[src/logic/wote_map.svh]
/*
  Named offsets, widths, reset values and timing counts for the waveform output timing engine.
  Assumes inclusion by bare name from the package and the design modules.
*/
`ifndef WOTE_MAP_SVH
`define WOTE_MAP_SVH

// ----------------------------------------------------------------------------
// Source selections
// ----------------------------------------------------------------------------
`define WOTE_TB_SRC_INT 1'h0
`define WOTE_TB_SRC_EXT 1'h1
`define WOTE_LSRC_SW 3'h0
`define WOTE_LSRC_PFT 3'h1
`define WOTE_LSRC_AREF 3'h2
`define WOTE_LSRC_ALAUNCH 3'h3
`define WOTE_LSRC_ATHR 3'h4
`define WOTE_LSRC_INTERNAL 3'h5
`define WOTE_HSRC_PFT 2'h0
`define WOTE_HSRC_ATHR 2'h1
`define WOTE_HSRC_INTERNAL 2'h2
`define WOTE_HSRC_NONE 2'h3

// ----------------------------------------------------------------------------
// Widths and defaults
// ----------------------------------------------------------------------------
`define WOTE_DIV_W 16
`define WOTE_DLY_W 16
`define WOTE_FILT_W 4
`define WOTE_PFT_N 8
`define WOTE_SEL_W 3
`define WOTE_DATA_W 16
`define WOTE_CHAN_N 4
`define WOTE_FILT_LEN 4'h3
`define WOTE_ONE_16 16'h0001
`define WOTE_ZERO_16 16'h0000
`define WOTE_ZERO_4 4'h0

`endif

[src/logic/wote_pkg.sv]
/*
  Types shared by the waveform output timing engine modules.
  Assumes the map header is on the include path.
*/
`include "wote_map.svh"

package wote_pkg;

  // --------------------------------------------------------------------------
  // Run state
  // --------------------------------------------------------------------------
  typedef enum logic [1:0] {
    WOTE_IDLE,
    WOTE_ARMED,
    WOTE_DELAY,
    WOTE_RUN
  } wote_state_t;

  typedef logic [`WOTE_DATA_W*`WOTE_CHAN_N-1:0] wote_word_t;

endpackage

[src/logic/wote_stream_if.sv]
/*
  Valid/ready carrier for sample words between the timing engine modules.
  Assumes one clock shared by both ends.
*/
`timescale 1ns/1ps
`include "wote_map.svh"

interface wote_stream_if;
  wote_pkg::wote_word_t data;
  logic valid;
  logic ready;
  modport src (output data, output valid, input ready);
  modport snk (input data, input valid, output ready);
endinterface

[src/logic/wote_skid_buf.sv]
/*
  Two-entry buffer in the sample path; a stall by the receiver loses no word.
  Assumes one clock and an active-low asynchronous reset.
*/
`timescale 1ns/1ps
`include "wote_map.svh"

module wote_skid_buf #(
  parameter int DEPTH = 2
) (
  // Clock and reset
  input wire logic mclk_i,
  input wire logic reset_n_i,
  // Streams
  wote_stream_if.snk in_s,
  wote_stream_if.src out_s
);

  typedef struct packed {
    wote_pkg::wote_word_t [1:0] mem;
    logic rd;
    logic wr;
    logic [1:0] cnt;
  } wote_buf_t;

  wote_buf_t s_r;
  wote_buf_t s_nxt;
  logic push;
  logic pop;

  initial
  begin
    if (DEPTH != 2)
      $error("wote_skid_buf supports DEPTH of 2 only");
  end

  assign in_s.ready = (s_r.cnt != 2'h2);
  assign out_s.valid = (s_r.cnt != 2'h0);
  assign out_s.data = s_r.mem[s_r.rd];
  assign push = in_s.valid && in_s.ready;
  assign pop = out_s.valid && out_s.ready;

  always_comb
  begin
    s_nxt = s_r;
    if (push)
    begin
      s_nxt.mem[s_r.wr] = in_s.data;
      s_nxt.wr = ~s_r.wr;
    end
    if (pop)
      s_nxt.rd = ~s_r.rd;
    if (push && !pop)
      s_nxt.cnt = s_r.cnt + 2'h1;
    else if (pop && !push)
      s_nxt.cnt = s_r.cnt - 2'h1;
  end

  always_ff @(posedge mclk_i or negedge reset_n_i)
  begin
    if (!reset_n_i)
      s_r <= '0;
    else
      s_r <= s_nxt;
  end

endmodule

[src/logic/wote_filter.sv]
/*
  Two-flop synchroniser with optional digital glitch filter for one input.
  Assumes an asynchronous input and one system clock.
*/
`timescale 1ns/1ps
`include "wote_map.svh"

module wote_filter #(
  parameter int FILT_W = `WOTE_FILT_W
) (
  // Clock and reset
  input wire logic mclk_i,
  input wire logic reset_n_i,
  // Control
  input wire logic filt_en_i,
  input wire logic [FILT_W-1:0] filt_len_i,
  // Signal
  input wire logic raw_i,
  output logic clean_o
);

  typedef struct packed {
    logic s1;
    logic s2;
    logic out;
    logic [FILT_W-1:0] cnt;
  } wote_filt_t;

  wote_filt_t s_r;
  wote_filt_t s_nxt;

  initial
  begin
    if (FILT_W < 1)
      $error("wote_filter needs FILT_W of at least 1");
  end

  assign clean_o = s_r.out;

  always_comb
  begin
    s_nxt = s_r;
    s_nxt.s1 = raw_i;
    s_nxt.s2 = s_r.s1;
    if (!filt_en_i)
    begin
      s_nxt.out = s_r.s2;
      s_nxt.cnt = '0;
    end
    else if (s_r.s2 == s_r.out)
      s_nxt.cnt = '0;
    else if (s_r.cnt >= filt_len_i)
    begin
      s_nxt.out = s_r.s2;
      s_nxt.cnt = '0;
    end
    else
      s_nxt.cnt = s_r.cnt + 1'b1;
  end

  always_ff @(posedge mclk_i or negedge reset_n_i)
  begin
    if (!reset_n_i)
      s_r <= '0;
    else
      s_r <= s_nxt;
  end

endmodule

[src/logic/wote_top.sv]
/*
  Waveform output timing engine: timebase division, launch, hold gate, strobe routing.
  Assumes sample words arrive on a valid/ready port and that host configuration is static while running.
*/
// What this block does
// - Each strobe updates all task channels together
// - Strobe source internal or external selectable
// - Strobe drives any output terminal, polarity selectable
// - Strobe is selected timebase divided programmably
// - Timebase never reaches any output terminal
// - Start on launch trigger or software start
// - Launch edge rising or falling selectable
// - Launch source: software, terminal, acquisition, internal
// - Programmable delay before first internal update
// - Threshold event launches on first configured edge
// - Launch trigger routed out as high pulse
// - Active hold gate suppresses all updates
// - Update in progress completes despite hold
// - Onboard strobe resumes immediately after hold
// - Other strobe resumes on second edge after hold
// - Digital hold is level, polarity selectable
// - Threshold hold pauses at configured level
// - Filtering on strobe, launch, hold, not timebase
`timescale 1ns/1ps
`include "wote_map.svh"

module wote_top #(
  parameter int DIV_W = `WOTE_DIV_W,
  parameter int DLY_W = `WOTE_DLY_W,
  parameter int PFT_N = `WOTE_PFT_N,
  parameter int SEL_W = `WOTE_SEL_W
) (
  // Clock and reset
  input wire logic mclk_i,
  input wire logic reset_n_i,
  // Sources
  input wire logic [PFT_N-1:0] programmable_function_terminal_i,
  input wire logic ext_timebase_i,
  input wire logic int_timebase_i,
  input wire logic acquisition_reference_trigger_i,
  input wire logic acquisition_launch_trigger_i,
  input wire logic analog_threshold_event_i,
  input wire logic internal_launch_i,
  input wire logic internal_hold_i,
  // Control
  input wire logic sw_start_i,
  input wire logic sw_launch_pulse_i,
  input wire logic stop_i,
  input wire logic strobe_ext_sel_i,
  input wire logic [SEL_W-1:0] strobe_ext_pft_sel_i,
  input wire logic timebase_sel_i,
  input wire logic [DIV_W-1:0] divider_i,
  input wire logic launch_en_i,
  input wire logic [2:0] launch_src_i,
  input wire logic [SEL_W-1:0] launch_pft_sel_i,
  input wire logic launch_falling_i,
  input wire logic [DLY_W-1:0] launch_delay_i,
  input wire logic [1:0] hold_src_i,
  input wire logic [SEL_W-1:0] hold_pft_sel_i,
  input wire logic hold_active_low_i,
  input wire logic filt_en_i,
  input wire logic [`WOTE_FILT_W-1:0] filt_len_i,
  // Terminal routing
  input wire logic [PFT_N-1:0] pft_strobe_route_i,
  input wire logic [PFT_N-1:0] pft_launch_route_i,
  input wire logic strobe_invert_i,
  // Sample input
  input wire wote_pkg::wote_word_t sample_data_i,
  input wire logic sample_valid_i,
  output logic sample_ready_o,
  // Channel outputs
  output wote_pkg::wote_word_t channel_data_o,
  output logic channel_update_o,
  // Status
  output logic running_o,
  output logic held_o,
  output logic underflow_o,
  output logic [PFT_N-1:0] pft_out_o,
  output logic [PFT_N-1:0] pft_oe_o
);

  // --------------------------------------------------------------------------
  // State
  // --------------------------------------------------------------------------
  typedef struct packed {
    wote_pkg::wote_state_t st;
    logic [DIV_W-1:0] div_cnt;
    logic [DLY_W-1:0] dly_cnt;
    logic tb_s1;
    logic tb_s2;
    logic tb_d;
    logic strb_d;
    logic launch_d;
    logic first;
    logic wait_edge;
    logic hold_d;
    logic launch_pulse;
    logic strobe_pulse;
    logic update;
    logic underflow;
    wote_pkg::wote_word_t data;
  } wote_top_t;

  wote_top_t s_r;
  wote_top_t s_nxt;
  logic [PFT_N-1:0] pft_f;
  logic ext_strobe_f;
  logic thr_f;
  logic strobe_sel;
  logic launch_sel;
  logic hold_sel;
  logic hold_lvl;
  logic hold_now;
  logic tick;
  logic launch_edge;
  logic ext_edge;
  logic want;
  wote_stream_if buf_in();
  wote_stream_if buf_out();

  initial
  begin
    if (DIV_W < 1 || DLY_W < 2 || PFT_N < 1 || (1 << SEL_W) < PFT_N)
      $error("wote_top parameters out of range");
  end

  function automatic logic pick(input logic [PFT_N-1:0] v, input logic [SEL_W-1:0] idx);
    pick = (idx < PFT_N) ? v[idx] : 1'b0;
  endfunction

  // --------------------------------------------------------------------------
  // Input synchronisers and filters
  // --------------------------------------------------------------------------
  genvar gi;
  generate
    for (gi = 0; gi < PFT_N; gi = gi + 1)
    begin : g_pft
      wote_filter u_pft (
        .mclk_i(mclk_i),
        .reset_n_i(reset_n_i),
        .filt_en_i(filt_en_i),
        .filt_len_i(filt_len_i),
        .raw_i(programmable_function_terminal_i[gi]),
        .clean_o(pft_f[gi])
      );
    end
  endgenerate

  wote_filter u_thr (
    .mclk_i(mclk_i),
    .reset_n_i(reset_n_i),
    .filt_en_i(filt_en_i),
    .filt_len_i(filt_len_i),
    .raw_i(analog_threshold_event_i),
    .clean_o(thr_f)
  );

  assign ext_strobe_f = pick(pft_f, strobe_ext_pft_sel_i);

  // --------------------------------------------------------------------------
  // Source selection
  // --------------------------------------------------------------------------
  always_comb
  begin
    case (launch_src_i)
      `WOTE_LSRC_SW: launch_sel = sw_launch_pulse_i;
      `WOTE_LSRC_PFT: launch_sel = pick(pft_f, launch_pft_sel_i);
      `WOTE_LSRC_AREF: launch_sel = acquisition_reference_trigger_i;
      `WOTE_LSRC_ALAUNCH: launch_sel = acquisition_launch_trigger_i;
      `WOTE_LSRC_ATHR: launch_sel = thr_f;
      `WOTE_LSRC_INTERNAL: launch_sel = internal_launch_i;
      default: launch_sel = 1'b0;
    endcase
    case (hold_src_i)
      `WOTE_HSRC_PFT: hold_sel = pick(pft_f, hold_pft_sel_i);
      `WOTE_HSRC_ATHR: hold_sel = thr_f;
      `WOTE_HSRC_INTERNAL: hold_sel = internal_hold_i;
      default: hold_sel = hold_active_low_i;
    endcase
  end

  // Level-sensitive hold with polarity
  assign hold_lvl = hold_sel ^ hold_active_low_i;
  assign hold_now = hold_lvl && (s_r.st == wote_pkg::WOTE_RUN);
  assign launch_edge = launch_falling_i ? (s_r.launch_d && !launch_sel) : (!s_r.launch_d && launch_sel);

  // Internal strobe: divided timebase, rising edges counted
  assign strobe_sel = (timebase_sel_i == `WOTE_TB_SRC_EXT) ? s_r.tb_s2 : int_timebase_i;
  assign tick = strobe_sel && !s_r.tb_d;
  assign ext_edge = ext_strobe_f && !s_r.strb_d;

  // Buffer feed and drain
  assign buf_in.data = sample_data_i;
  assign buf_in.valid = sample_valid_i;
  assign sample_ready_o = buf_in.ready;
  assign buf_out.ready = want;

  wote_skid_buf u_buf (
    .mclk_i(mclk_i),
    .reset_n_i(reset_n_i),
    .in_s(buf_in),
    .out_s(buf_out)
  );

  // --------------------------------------------------------------------------
  // Sequencer
  // --------------------------------------------------------------------------
  always_comb
  begin
    s_nxt = s_r;
    want = 1'b0;
    s_nxt.tb_s1 = ext_timebase_i;
    s_nxt.tb_s2 = s_r.tb_s1;
    s_nxt.tb_d = strobe_sel;
    s_nxt.strb_d = ext_strobe_f;
    s_nxt.launch_d = launch_sel;
    s_nxt.hold_d = hold_now;
    s_nxt.launch_pulse = 1'b0;
    s_nxt.strobe_pulse = 1'b0;
    s_nxt.update = 1'b0;
    case (s_r.st)
      wote_pkg::WOTE_IDLE:
      begin
        s_nxt.div_cnt = '0;
        if (sw_start_i)
        begin
          if (launch_en_i)
            s_nxt.st = wote_pkg::WOTE_ARMED;
          else
          begin
            s_nxt.st = wote_pkg::WOTE_RUN;
            s_nxt.launch_pulse = 1'b1;
          end
          s_nxt.underflow = 1'b0;
        end
      end
      wote_pkg::WOTE_ARMED:
      begin
        if (launch_edge)
        begin
          s_nxt.launch_pulse = 1'b1;
          s_nxt.dly_cnt = launch_delay_i;
          s_nxt.st = (!strobe_ext_sel_i && launch_delay_i != '0) ? wote_pkg::WOTE_DELAY : wote_pkg::WOTE_RUN;
        end
      end
      wote_pkg::WOTE_DELAY:
      begin
        if (tick)
        begin
          s_nxt.dly_cnt = s_r.dly_cnt - 1'b1;
          if (s_r.dly_cnt == {{(DLY_W-1){1'b0}}, 1'b1})
            s_nxt.st = wote_pkg::WOTE_RUN;
        end
      end
      wote_pkg::WOTE_RUN:
      begin
        // Hold only blocks strobes that have not started
        if (hold_now)
          s_nxt.wait_edge = 1'b1;
        else if (!strobe_ext_sel_i)
          s_nxt.wait_edge = 1'b0;
        if (!strobe_ext_sel_i)
        begin
          if (tick && !hold_now)
          begin
            if (divider_i == '0 || s_r.div_cnt >= divider_i - 1'b1)
            begin
              s_nxt.div_cnt = '0;
              s_nxt.strobe_pulse = 1'b1;
            end
            else
              s_nxt.div_cnt = s_r.div_cnt + 1'b1;
          end
        end
        else if (ext_edge)
        begin
          if (s_r.wait_edge && !hold_now)
            s_nxt.wait_edge = 1'b0;
          else if (!hold_now && !s_r.wait_edge)
            s_nxt.strobe_pulse = 1'b1;
        end
        if (s_nxt.strobe_pulse)
        begin
          want = 1'b1;
          if (buf_out.valid)
          begin
            s_nxt.data = buf_out.data;
            s_nxt.update = 1'b1;
          end
          else
            s_nxt.underflow = 1'b1;
        end
      end
      default: s_nxt.st = wote_pkg::WOTE_IDLE;
    endcase
    if (stop_i)
    begin
      s_nxt.st = wote_pkg::WOTE_IDLE;
      s_nxt.wait_edge = 1'b0;
    end
  end

  always_ff @(posedge mclk_i or negedge reset_n_i)
  begin
    if (!reset_n_i)
      s_r <= '0;
    else
      s_r <= s_nxt;
  end

  // --------------------------------------------------------------------------
  // Outputs
  // --------------------------------------------------------------------------
  assign channel_data_o = s_r.data;
  assign channel_update_o = s_r.update;
  assign running_o = (s_r.st == wote_pkg::WOTE_RUN);
  assign held_o = s_r.hold_d;
  assign underflow_o = s_r.underflow;

  // Only strobe and launch are routable; timebase has no path out
  generate
    for (gi = 0; gi < PFT_N; gi = gi + 1)
    begin : g_out
      assign pft_out_o[gi] = pft_launch_route_i[gi] ? s_r.launch_pulse : (s_r.strobe_pulse ^ strobe_invert_i);
      assign pft_oe_o[gi] = pft_launch_route_i[gi] | pft_strobe_route_i[gi];
    end
  endgenerate

endmodule

[config.mk]
export PLATFORM = sky130hd
export DESIGN_NAME = wote_top
export DESIGN_NICKNAME = d
export VERILOG_FILES = /design/src/logic/wote_pkg.sv /design/src/logic/wote_stream_if.sv /design/src/logic/wote_skid_buf.sv /design/src/logic/wote_filter.sv /design/src/logic/wote_top.sv
export VERILOG_INCLUDE_DIRS = /design/src /design/src/logic
export SDC_FILE = /design/constraint.sdc
export NUM_CORES = 1
export LEC_CHECK = 0
export BUFFER_PORTS_ARGS = -buffer_cell sky130_fd_sc_hd__buf_4
export CAP_MARGIN = 15
export CORE_ASPECT_RATIO = 1.25
export CORE_MARGIN = 5
export CORE_UTILIZATION = 61
export CTS_CLUSTER_DIAMETER = 200
export DETAILED_ROUTE_END_ITERATION = 8
export PLACE_DENSITY = 0.85
export SLEW_MARGIN = 30
export SYNTH_ARGS = -nofsm -noshare
export SYNTH_HDL_FRONTEND = slang
export SYNTH_SLANG_ARGS = --single-unit
[constraint.sdc]
create_clock -name mclk_i -period 8.7 [get_ports mclk_i]
set_input_delay 2.175 -clock mclk_i [delete_from_list [all_inputs] [get_ports mclk_i]]
set_output_delay 2.175 -clock mclk_i [all_outputs]
set_load 0.005 [all_outputs]
==> results of run 1 <==
-- per-stage QoR --
step,worst slack [ns],hold WS (ns),std cells
finish,2.968,0.3419,1766
global route,2.739,0.3587,1765
CTS,2.969,0.3471,1765
detailed placement,2.396,0.3355,1711
global placement,2.481,0.3316,1711
floorplan,3.066,0.3312,1233
-- routing by layer --
metal | up-vias | wire [microns] | global-route usage
met5 | - | 13 | 0
met1 | 4944 | 12950 | 0.2871
met2 | 290 | 16160 | 0.3967
met3 | 62 | 2863 | 0.07207
met4 | 2 | 755 | 0.05792
li1 | 4688 | - | -
-- cell type report --
class / count / area (sq um) / area share
sequential: 304 / 7609 / 0.4226
multi-input combinational: 790 / 6908 / 0.3836
timing repair buffer: 249 / 1884 / 0.1046
clock buffer: 45 / 918.4 / 0.05100
tap: 330 / 412.9 / 0.02293
inverter: 38 / 142.6 / 0.007922
clock inverter: 9 / 128.9 / 0.007157
antenna: 1 / 2.502 / 0.0001390
-- kinds of logic (layout without fill, tap and decap cells) --
| family | count (synthesis) | count (layout) | synth area share |
|---|---|---|---|
| fa+ha+maj | 70 | 70 | 0.05749 |
| mux | 290 | 290 | 0.2181 |
| compound gates | 139 | 139 | 0.06012 |
| xor+xnor | 49 | 49 | 0.02817 |
| other cells | 0 | 1 | 0 |
| flops | 304 | 304 | 0.4993 |
| buf+inv | 139 | 341 | 0.05059 |
| simple gates | 242 | 242 | 0.08623 |
-- cells in the mapped netlist, drive strengths merged (4+ instances only) --
master | count | area share
xor2 | 29 | 0.017
nand2b | 15 | 0.0062
inv | 38 | 0.0094
xnor2 | 20 | 0.011
mux2i | 8 | 0.0053
mux2 | 276 | 0.20
o211ai | 5 | 0.0025
and3 | 20 | 0.0082
a21oi | 38 | 0.013
mux4 | 6 | 0.0089
a211oi | 6 | 0.0039
nor2 | 51 | 0.013
nand2 | 43 | 0.011
dfrtp | 304 | 0.50
o21ai | 45 | 0.015
buf | 69 | 0.033
and3b | 9 | 0.0052
or3 | 8 | 0.0039
nor2b | 21 | 0.0086
clkbuf | 32 | 0.0079
nand3 | 14 | 0.0046
nor4 | 8 | 0.0033
or4 | 8 | 0.0047
a22o | 15 | 0.0086
nor3 | 16 | 0.0053
ha | 70 | 0.057
or2 | 14 | 0.0057
o21a | 4 | 0.0020
nand4 | 4 | 0.0016
and2 | 4 | 0.0016
-- final timing paths --
check	startpoint	to	slack, ns
max	divider_i[0]	channel_data_o[45]	2.97
min	g_pft[2].u_pft.s_nxt[5]	g_pft[2].u_pft.s_r[5]	0.34
max reg2reg	s_r[93]	channel_data_o[45]	5.41
min reg2reg	g_pft[2].u_pft.s_nxt[5]	g_pft[2].u_pft.s_r[5]	0.34
max in group asynchronous	reset_n_i	channel_data_o[27]	5.76
min in group asynchronous	reset_n_i	u_buf.s_r[63]	1.66
-- state kept, by name (all words and copies together), names as in the netlist, 5 cells and up --
name / flops
u_thr.s_r: 5
g_pft.u_pft.s_r: 40
s_r: 41
g_pft.u_pft.s_nxt: 8
u_buf.s_r: 132
channel_data_o: 64
g_pft.u_pft.clean_o: 8
-- critical path: stages --
cell and delay [ns]:
buf_4 0.12, inv_1 0.07, ha_1 0.20, or4b_1 0.53, or3_1 0.44, nor2_1 0.14
xnor2_1 0.14, ha_1 0.27, nand2_1 0.07, o21ai_0 0.08, a21o_1 0.18, a21oi_1 0.17
a211oi_2 0.14, o21ai_4 0.32, buf_4 0.66, mux2_2 0.41
-- cell usage in the layout, fill, tap and decap left out, types with 21 or more instances in the layout --
cell type,Yosys,final
inv_1,38,38
ha_1,70,70
clkbuf_16,0,31
nand2_1,43,42
buf_4,65,246
mux2_2,275,275
dfrtp_1,304,303
a21oi_1,37,36
nor2_1,51,50
xor2_1,29,29
o21ai_0,44,44
nor2b_1,21,21
-- power groups by stage --
| stage | logic [mW] | registers [mW] | clock network (mW) |
|---|---|---|---|
| floorplan | 1.14 | 2.07 | 0 |
| global placement | 1.42 | 2.14 | 0 |
| detailed placement | 1.47 | 2.17 | 0 |
| CTS | 1.49 | 2.16 | 1.37 |
| global route | 1.62 | 2.22 | 1.43 |
| finish | 1.47 | 2.16 | 1.35 |
==> results.toml, run 1 <==
[run_status]
run_status = "finished clean"

[floorplan]
io_pins = 243
dieHeight_microns = 186.7
rows = 64
coreArea_sq_mm = 0.02458
die_area_sq_mm = 0.02826
die_x_microns = 151.4
start_util = 0.6198

[sta]
fin_crit_sh = 0.6588
final_max_slew_viol_count = 0
hold_viol = 0
maxSlewHeadroom = 0.3547
period_minus_slack_ns = 5.732
fmax_mhz = 174.5
skew_ns = 0.01350
fin_tns_setup_ns = 0
setup_viol = 0
rsz0062_at_grt = "false"
worstMarginPinSlew_ns = 0.9680

[global_route]
grt-ovfl-total = 0
grt.total_usage = 0.2326
grt_antenna_before_repair = 1
grt_pass1_wl_microns = 54240
grt_max_degree = 110
grt_pass1_vias = 10750

[worst_setup_path]
required_ns = 9.12
crit_arrival_ns = 6.15
crit_fanout = 47
crit_path_start_kind = "primary input"
path_class = "primary input to register"
r2r_cells = 9
critPathCaptureType = "register"

[clock_tree]
cts_htree_levels = 1
root_buffer = "clkbuf_16"
post-cts-setup-buffers = 0
cts_buffers = 30
clock-sinks = 304
insertion_delay_ns = 0.55
cts_hold_buf = 0
cts_tree = "yes"
clock_path_buffers = 3
ctsResizeCount = 0
cts.clk_slew.worst_paths_ns = 0.07

[finish]
final_nets = 1641
utilization = 0.7324
area_growth_pct = 18.18
finalInstanceArea_sq_mm = 0.01801
nFillCells = 1672
drive_above_1_share = 0.4272

[routing]
avgRoutedWirePerCell_microns = 18.54
drt_iter0_drc = 426
ant_nets = 0
drc = 0
routed_wirelength_microns = 32740
dr.pass1.iters = 5
vias = 9986
vias_per_cell = 5.655

[logic_synthesis]
synthesis.nets = 1461
syn_inst = 1233
synth_ff_type = "dfrtp_1"
async_flop_share = 1.000
netlist_area_sq_mm = 0.01524
syn_avg_cell_area_sq_um = 12.36
ys_seq_area_frac = 0.4993
synth_edf_count = 0
synth.distinct_cells = 62
yosys_warnings = 0
yosys_register_bits = 304

[placement]
placed_area_sq_mm = 0.01693
place.gp.congestion = 0.8785
portBuffers = 242
hpwl_microns = 22880

[power]
power_mw = 4.981
sw_frac_of_total = 0.2864
clockPowerShare = 0.272
power_frac_comb = 0.295
vdd_drop_max_mv = 0.2340
p_per_area_mw_per_mm2 = 276.6
p_sw_mw = 1.426
power_frac_seq = 0.433
p_leak_nw = 8.558
power.internal_mw = 3.555

[min_path]
min_path_cells = 0
hold_class = "register to register"

[flow_run]
cap_violations = 0
Note: power is estimated with default switching activity, not from simulation.
==> run 2, diff against run 1 <==
Settings changed: CORE_UTILIZATION 61 to 52, PLACE_DENSITY 0.85 to 0.77.
Clock period 8.7 ns to 5.2 ns, I/O delays scaled along.
==> run 2 against run 1 <==
Effect of this change:
- global-route usage down 3.3 points
- highest routed layer unchanged
- register-to-register slack worse by 3.6 ns
- first-iteration DRC count down 5.2%
- cell area up 0.97%
- clock power up 67%
- critical endpoint is now u_buf.s_r[1]
- hold slack better by 0.0045 ns
- non-clock buffer count up 5
- sequential cell count unchanged
- sequential share of layout area down 0.41 points
- critical path depth up 1
- combinational power up 65%
- critical path type unchanged
==> results.toml, run 2 (same netlist as run 1, synthesis figures left out) <==
[routing]
avgRoutedWirePerCell_microns = 17.85
ant_nets = 0
dr.pass1.iters = 4
vias_per_cell = 5.387
vias = 9906
routed_wirelength_microns = 32820
drt_iter0_drc = 404
drc = 0

[min_path]
hold_start = "g_pft[4].u_pft.s_nxt[5]"
whs_endpoint = "g_pft[4].u_pft.s_r[5]"
hold_class = "register to register"
min_path_cells = 0

[worst_setup_path]
crit_fanout = 9
crit_arrival_ns = 4.95
critPathCaptureType = "register"
path_class = "primary input to register"
r2r_cells = 7
reg2reg_slack_ns = 1.84
required_ns = 5.67
crit_path_start_kind = "primary input"
timing.rr.end = "s_r[78]"
r2r_start = "g_pft[7].u_pft.clean_o"

[clock_tree]
cts.clk_slew.worst_paths_ns = 0.06
cts_buffers = 30
clock-sinks = 304
cts_htree_levels = 1
post-cts-setup-buffers = 0
cts_tree = "yes"
clock_path_buffers = 3
insertion_delay_ns = 0.55
ctsResizeCount = 0
root_buffer = "clkbuf_16"
cts_hold_buf = 0

[finish]
final_common_cell = "dfrtp_1"
largest_register_ffs = 132
final_nets = 1646
largest-register = "u_buf.s_r"
drive_above_1_share = 0.4265
final_cell_mix = "303 x dfrtp_1, 275 x mux2_2, 247 x buf_4, 70 x ha_1, 50 x nor2_1"
nFillCells = 2258
area_growth_pct = 19.33
finalInstanceArea_sq_mm = 0.01818
utilization = 0.6253

[floorplan]
io_pins = 243
coreArea_sq_mm = 0.02908
die_area_sq_mm = 0.03284
start_util = 0.5240
rows = 70
die_x_microns = 163.1
dieHeight_microns = 201.4

[sta]
skew_ns = 0.01192
fin_hold_ws_ns = 0.3464
period_minus_slack_ns = 4.477
fin_crit_sh = 0.8610
maxSlewHeadroom = 0.4028
fin_tns_setup_ns = 0
worstMarginPinSlew_ns = 0.8959
hold_viol = 0
final_max_slew_viol_count = 0
setup_viol = 0
rsz0062_at_grt = "false"
fmax_mhz = 223.4

[placement]
portBuffers = 242
hpwl_microns = 23070
placed_area_sq_mm = 0.01711
place.gp.congestion = 0.8479

[global_route]
grt-ovfl-total = 0
grt_pass1_vias = 10530
grt_pass1_wl_microns = 54120
grt_max_degree = 118
grt.total_usage = 0.1994
grt_antenna_before_repair = 2

[power]
vdd_drop_max_mv = 0.3566
power_mw = 8.307
p_per_area_mw_per_mm2 = 456.9
p_leak_nw = 8.612

[run_status]
run_status = "finished clean"

[flow_run]
cap_violations = 0
-- run 2: worst max-delay path: stages --
cell      delay, ns
buf_4          0.12
inv_1          0.07
ha_1           0.20
or4b_1         0.52
or3_1          0.44
nor3_1         0.22
xnor2_1        0.12
ha_1           0.28
nand4_1        0.08
a21oi_1        0.17
o211ai_1       0.15
a211oi_2       0.39
o21ai_4        0.22
ha_1           0.27
xor2_1         0.14
nor2_1         0.12
xor2_1         0.14
-- run 2: per-layer routing --
metal,global-route usage,share of wire
met4,0.05664,0.024
met3,0.06454,0.086
met5,0,0.00040
met2,0.3393,0.49
met1,0.2433,0.40
-- run 2: stage by stage --
step                      std cells  setup WS, ns
final                          1839        0.7230
after global routing           1839        0.4386
after CTS                      1837        0.7198
after detailed placement       1781        0.1479
after global placement         1781        0.2510
after floorplan                1233        0.4406
-- run 2: worst max path at each step --
stage,start,slack [ns],cells past startpoint,endpoint
after CTS,divider_i[0],0.72,17,u_buf.s_r[1]
after global routing,divider_i[0],0.44,17,u_buf.s_r[1]
after detailed placement,divider_i[0],0.15,17,u_buf.s_r[1]
after global placement,divider_i[0],0.25,17,u_buf.s_r[1]
final,divider_i[0],0.72,17,u_buf.s_r[1]
after floorplan,divider_i[0],0.44,17,u_buf.s_r[1]
-- run 2: cell type report --
class                      instances  area (sq um)  share of cell area
clock buffer                      47         915.9             0.05038
clock inverter                     9         126.4            0.006951
sequential                       304          7609              0.4185
tap                              396         495.5             0.02725
antenna                            1         2.502           0.0001376
multi-input combinational        790          6893              0.3791
inverter                          38         142.6            0.007845
timing repair buffer             254          1997              0.1098
-- run 2: report_power, final --
group / total (mW) / switching (mW) / internal [mW] / leakage (nW)
combinational: 2.43 / 0.983 / 1.45 / 4.26
sequential: 3.62 / 0.476 / 3.14 / 3.84
clock: 2.26 / 0.900 / 1.36 / 0.512
==> run 3, diff against run 2 <==
Settings changed: PLACE_DENSITY 0.77 to default, PLACE_DENSITY_LB_ADDON from default to 0.12.
==> run 3 against run 2 <==
Effect of this change:
- clock skew decreased by 0.0017 ns
- critical path depth did not move
- count of clock-buffer cells in the layout is 2 higher
- largest power group unchanged
- final cell count up 0.33%
- sequential share of layout area about the same
- setup slack improved by 0.067 ns
- critical path type unchanged
- combinational power about the same
- clock power about the same
- register-to-register slack improved by 0.17 ns
- global-route usage hardly changed
==> results.toml, run 3 (same netlist as run 1, synthesis figures left out) <==
[run_status]
run_status = "finished clean"

[finish]
largest-register = "u_buf.s_r"
largest_register_ffs = 132
diodes = 0
final_nets = 1652
nFillCells = 2381
fin_cells = 1845
final_common_cell = "dfrtp_1"
finalInstanceArea_sq_mm = 0.01820
area_growth_pct = 19.42
final_cell_mix = "303 x dfrtp_1, 275 x mux2_2, 254 x buf_4, 70 x ha_1, 50 x nor2_1"
utilization = 0.6257
drive_above_1_share = 0.4306

[sta]
rsz0062_at_grt = "false"
maxSlewHeadroom = 0.4242
skew_ns = 0.01024
fin_tns_setup_ns = 0
finalWorstSetupSlack_ns = 0.7899
fin_crit_sh = 0.8481
worstMarginPinSlew_ns = 0.8637
hold_viol = 0
fmax_mhz = 226.8
final_max_slew_viol_count = 0
setup_viol = 0
period_minus_slack_ns = 4.410
fin_hold_ws_ns = 0.3470

[worst_setup_path]
crit_fanout = 4
r2r_start = "g_pft[4].u_pft.clean_o"
path_buf_inv = 2
critPathCaptureType = "register"
reg2reg_slack_ns = 2.01
path_cells = "buf_4, inv_1, ha_1, or4b_1, or3_1, xor2_1, ha_1, nand2_1, o21a_1, a21oi_1, o211ai_1, a211oi_2, o21ai_4, ha_1, xor2_1, nor2_1, xor2_1"
slowest_delay_ns = 0.53
required_ns = 5.68
crit_path_start_kind = "primary input"
path_class = "primary input to register"
cp_top_family = "simple AND/OR/NAND/NOR gates"
worstSetupStartpoint = "divider_i[0]"
crit_arrival_ns = 4.89
cp_slowest_cell = "or4b_1"

[floorplan]
io_pins = 243
die_area_sq_mm = 0.03284
dieHeight_microns = 201.4
coreArea_sq_mm = 0.02908
rows = 70
start_util = 0.5240
die_x_microns = 163.1

[placement]
hpwl_microns = 22890
portBuffers = 242
dp_slack_ns = 0.1934
placed_area_sq_mm = 0.01711
place_inst = 1786
place.gp.congestion = 0.8456

[global_route]
grt_max_degree = 122
grt_pass1_wl_microns = 54060
grt_pass1_vias = 10740
grt.total_usage = 0.1995
grt_antenna_before_repair = 1
grt-ovfl-total = 0

[routing]
drc = 0
dr.pass1.iters = 4
drt-met1-wl_microns = 13270
drt_iter0_drc = 424
dr.max_layer_used = "met5"
ant_nets = 0
wl_met3_microns = 2277
avgRoutedWirePerCell_microns = 17.75
routed_wirelength_microns = 32750
vias_per_cell = 5.349
vias = 9869
dr_wl_met2_microns = 16310

[clock_tree]
ctsResizeCount = 0
cts_htree_levels = 1
cts.clk_slew.worst_paths_ns = 0.06
post-cts-setup-buffers = 0
insertion_delay_ns = 0.56
cts_buffers = 31
root_buffer = "clkbuf_16"
clock_path_buffers = 3
clock-sinks = 304
cts_tree = "yes"
cts_hold_buf = 0

[power]
p_per_area_mw_per_mm2 = 454.1
p_leak_nw = 8.635
power_mw = 8.263
vdd_drop_max_mv = 0.3964

[min_path]
hold_class = "register to register"
hold_start = "g_pft[1].u_pft.s_nxt[5]"

[flow_run]
cap_violations = 0
-- run 3: cell types whose count changed in the layout (fill, tap and decap cells not counted), sizes merged --
cell	previous run	this run
diode	1	0
bufinv	3	1
clkinv	4	6
clkbuf	47	49
buf	254	259
-- run 3: final timing paths --
check                                             end  cells past startpoint
max in group asynchronous                u_buf.s_r[3]                      3
worst max-delay path                     u_buf.s_r[1]                     17
worst min register to register  g_pft[1].u_pft.s_r[5]                      0
worst min-delay path            g_pft[1].u_pft.s_r[5]                      0
worst max register to register                s_r[85]                      8
min in group asynchronous          channel_data_o[57]                      1
-- run 3: metal layers --
layer / vias up / track usage
met5: - / 0
met4: 2 / 0.05844
met3: 53 / 0.05880
met2: 198 / 0.3433
met1: 4906 / 0.2428
li1: 4710 / -
-- run 3: power breakdown --
group | switching, mW | internal, mW
combinational | 0.969 | 1.45
clock | 0.920 | 1.32
sequential | 0.466 | 3.14
-- run 3: area by class of cell --
type | count | area [sq um] | share of cell area
inverter | 38 | 142.6 | 0.007839
clock inverter | 9 | 80.08 | 0.004401
tap | 396 | 495.5 | 0.02723
timing repair buffer | 259 | 2009 | 0.1104
sequential | 304 | 7611 | 0.4183
clock buffer | 49 | 963.4 | 0.05295
multi-input combinational | 790 | 6893 | 0.3788
-- run 3: worst reg2reg max path, stage by stage (launching register included) --
cell	delay (ns)
dfrtp_1	0.44
mux4_2	0.50
mux2_2	0.29
o211ai_1	0.34
a2111oi_2	0.15
buf_4	0.20
nor2_1	0.66
a21boi_0	0.19
a221o_1	0.31
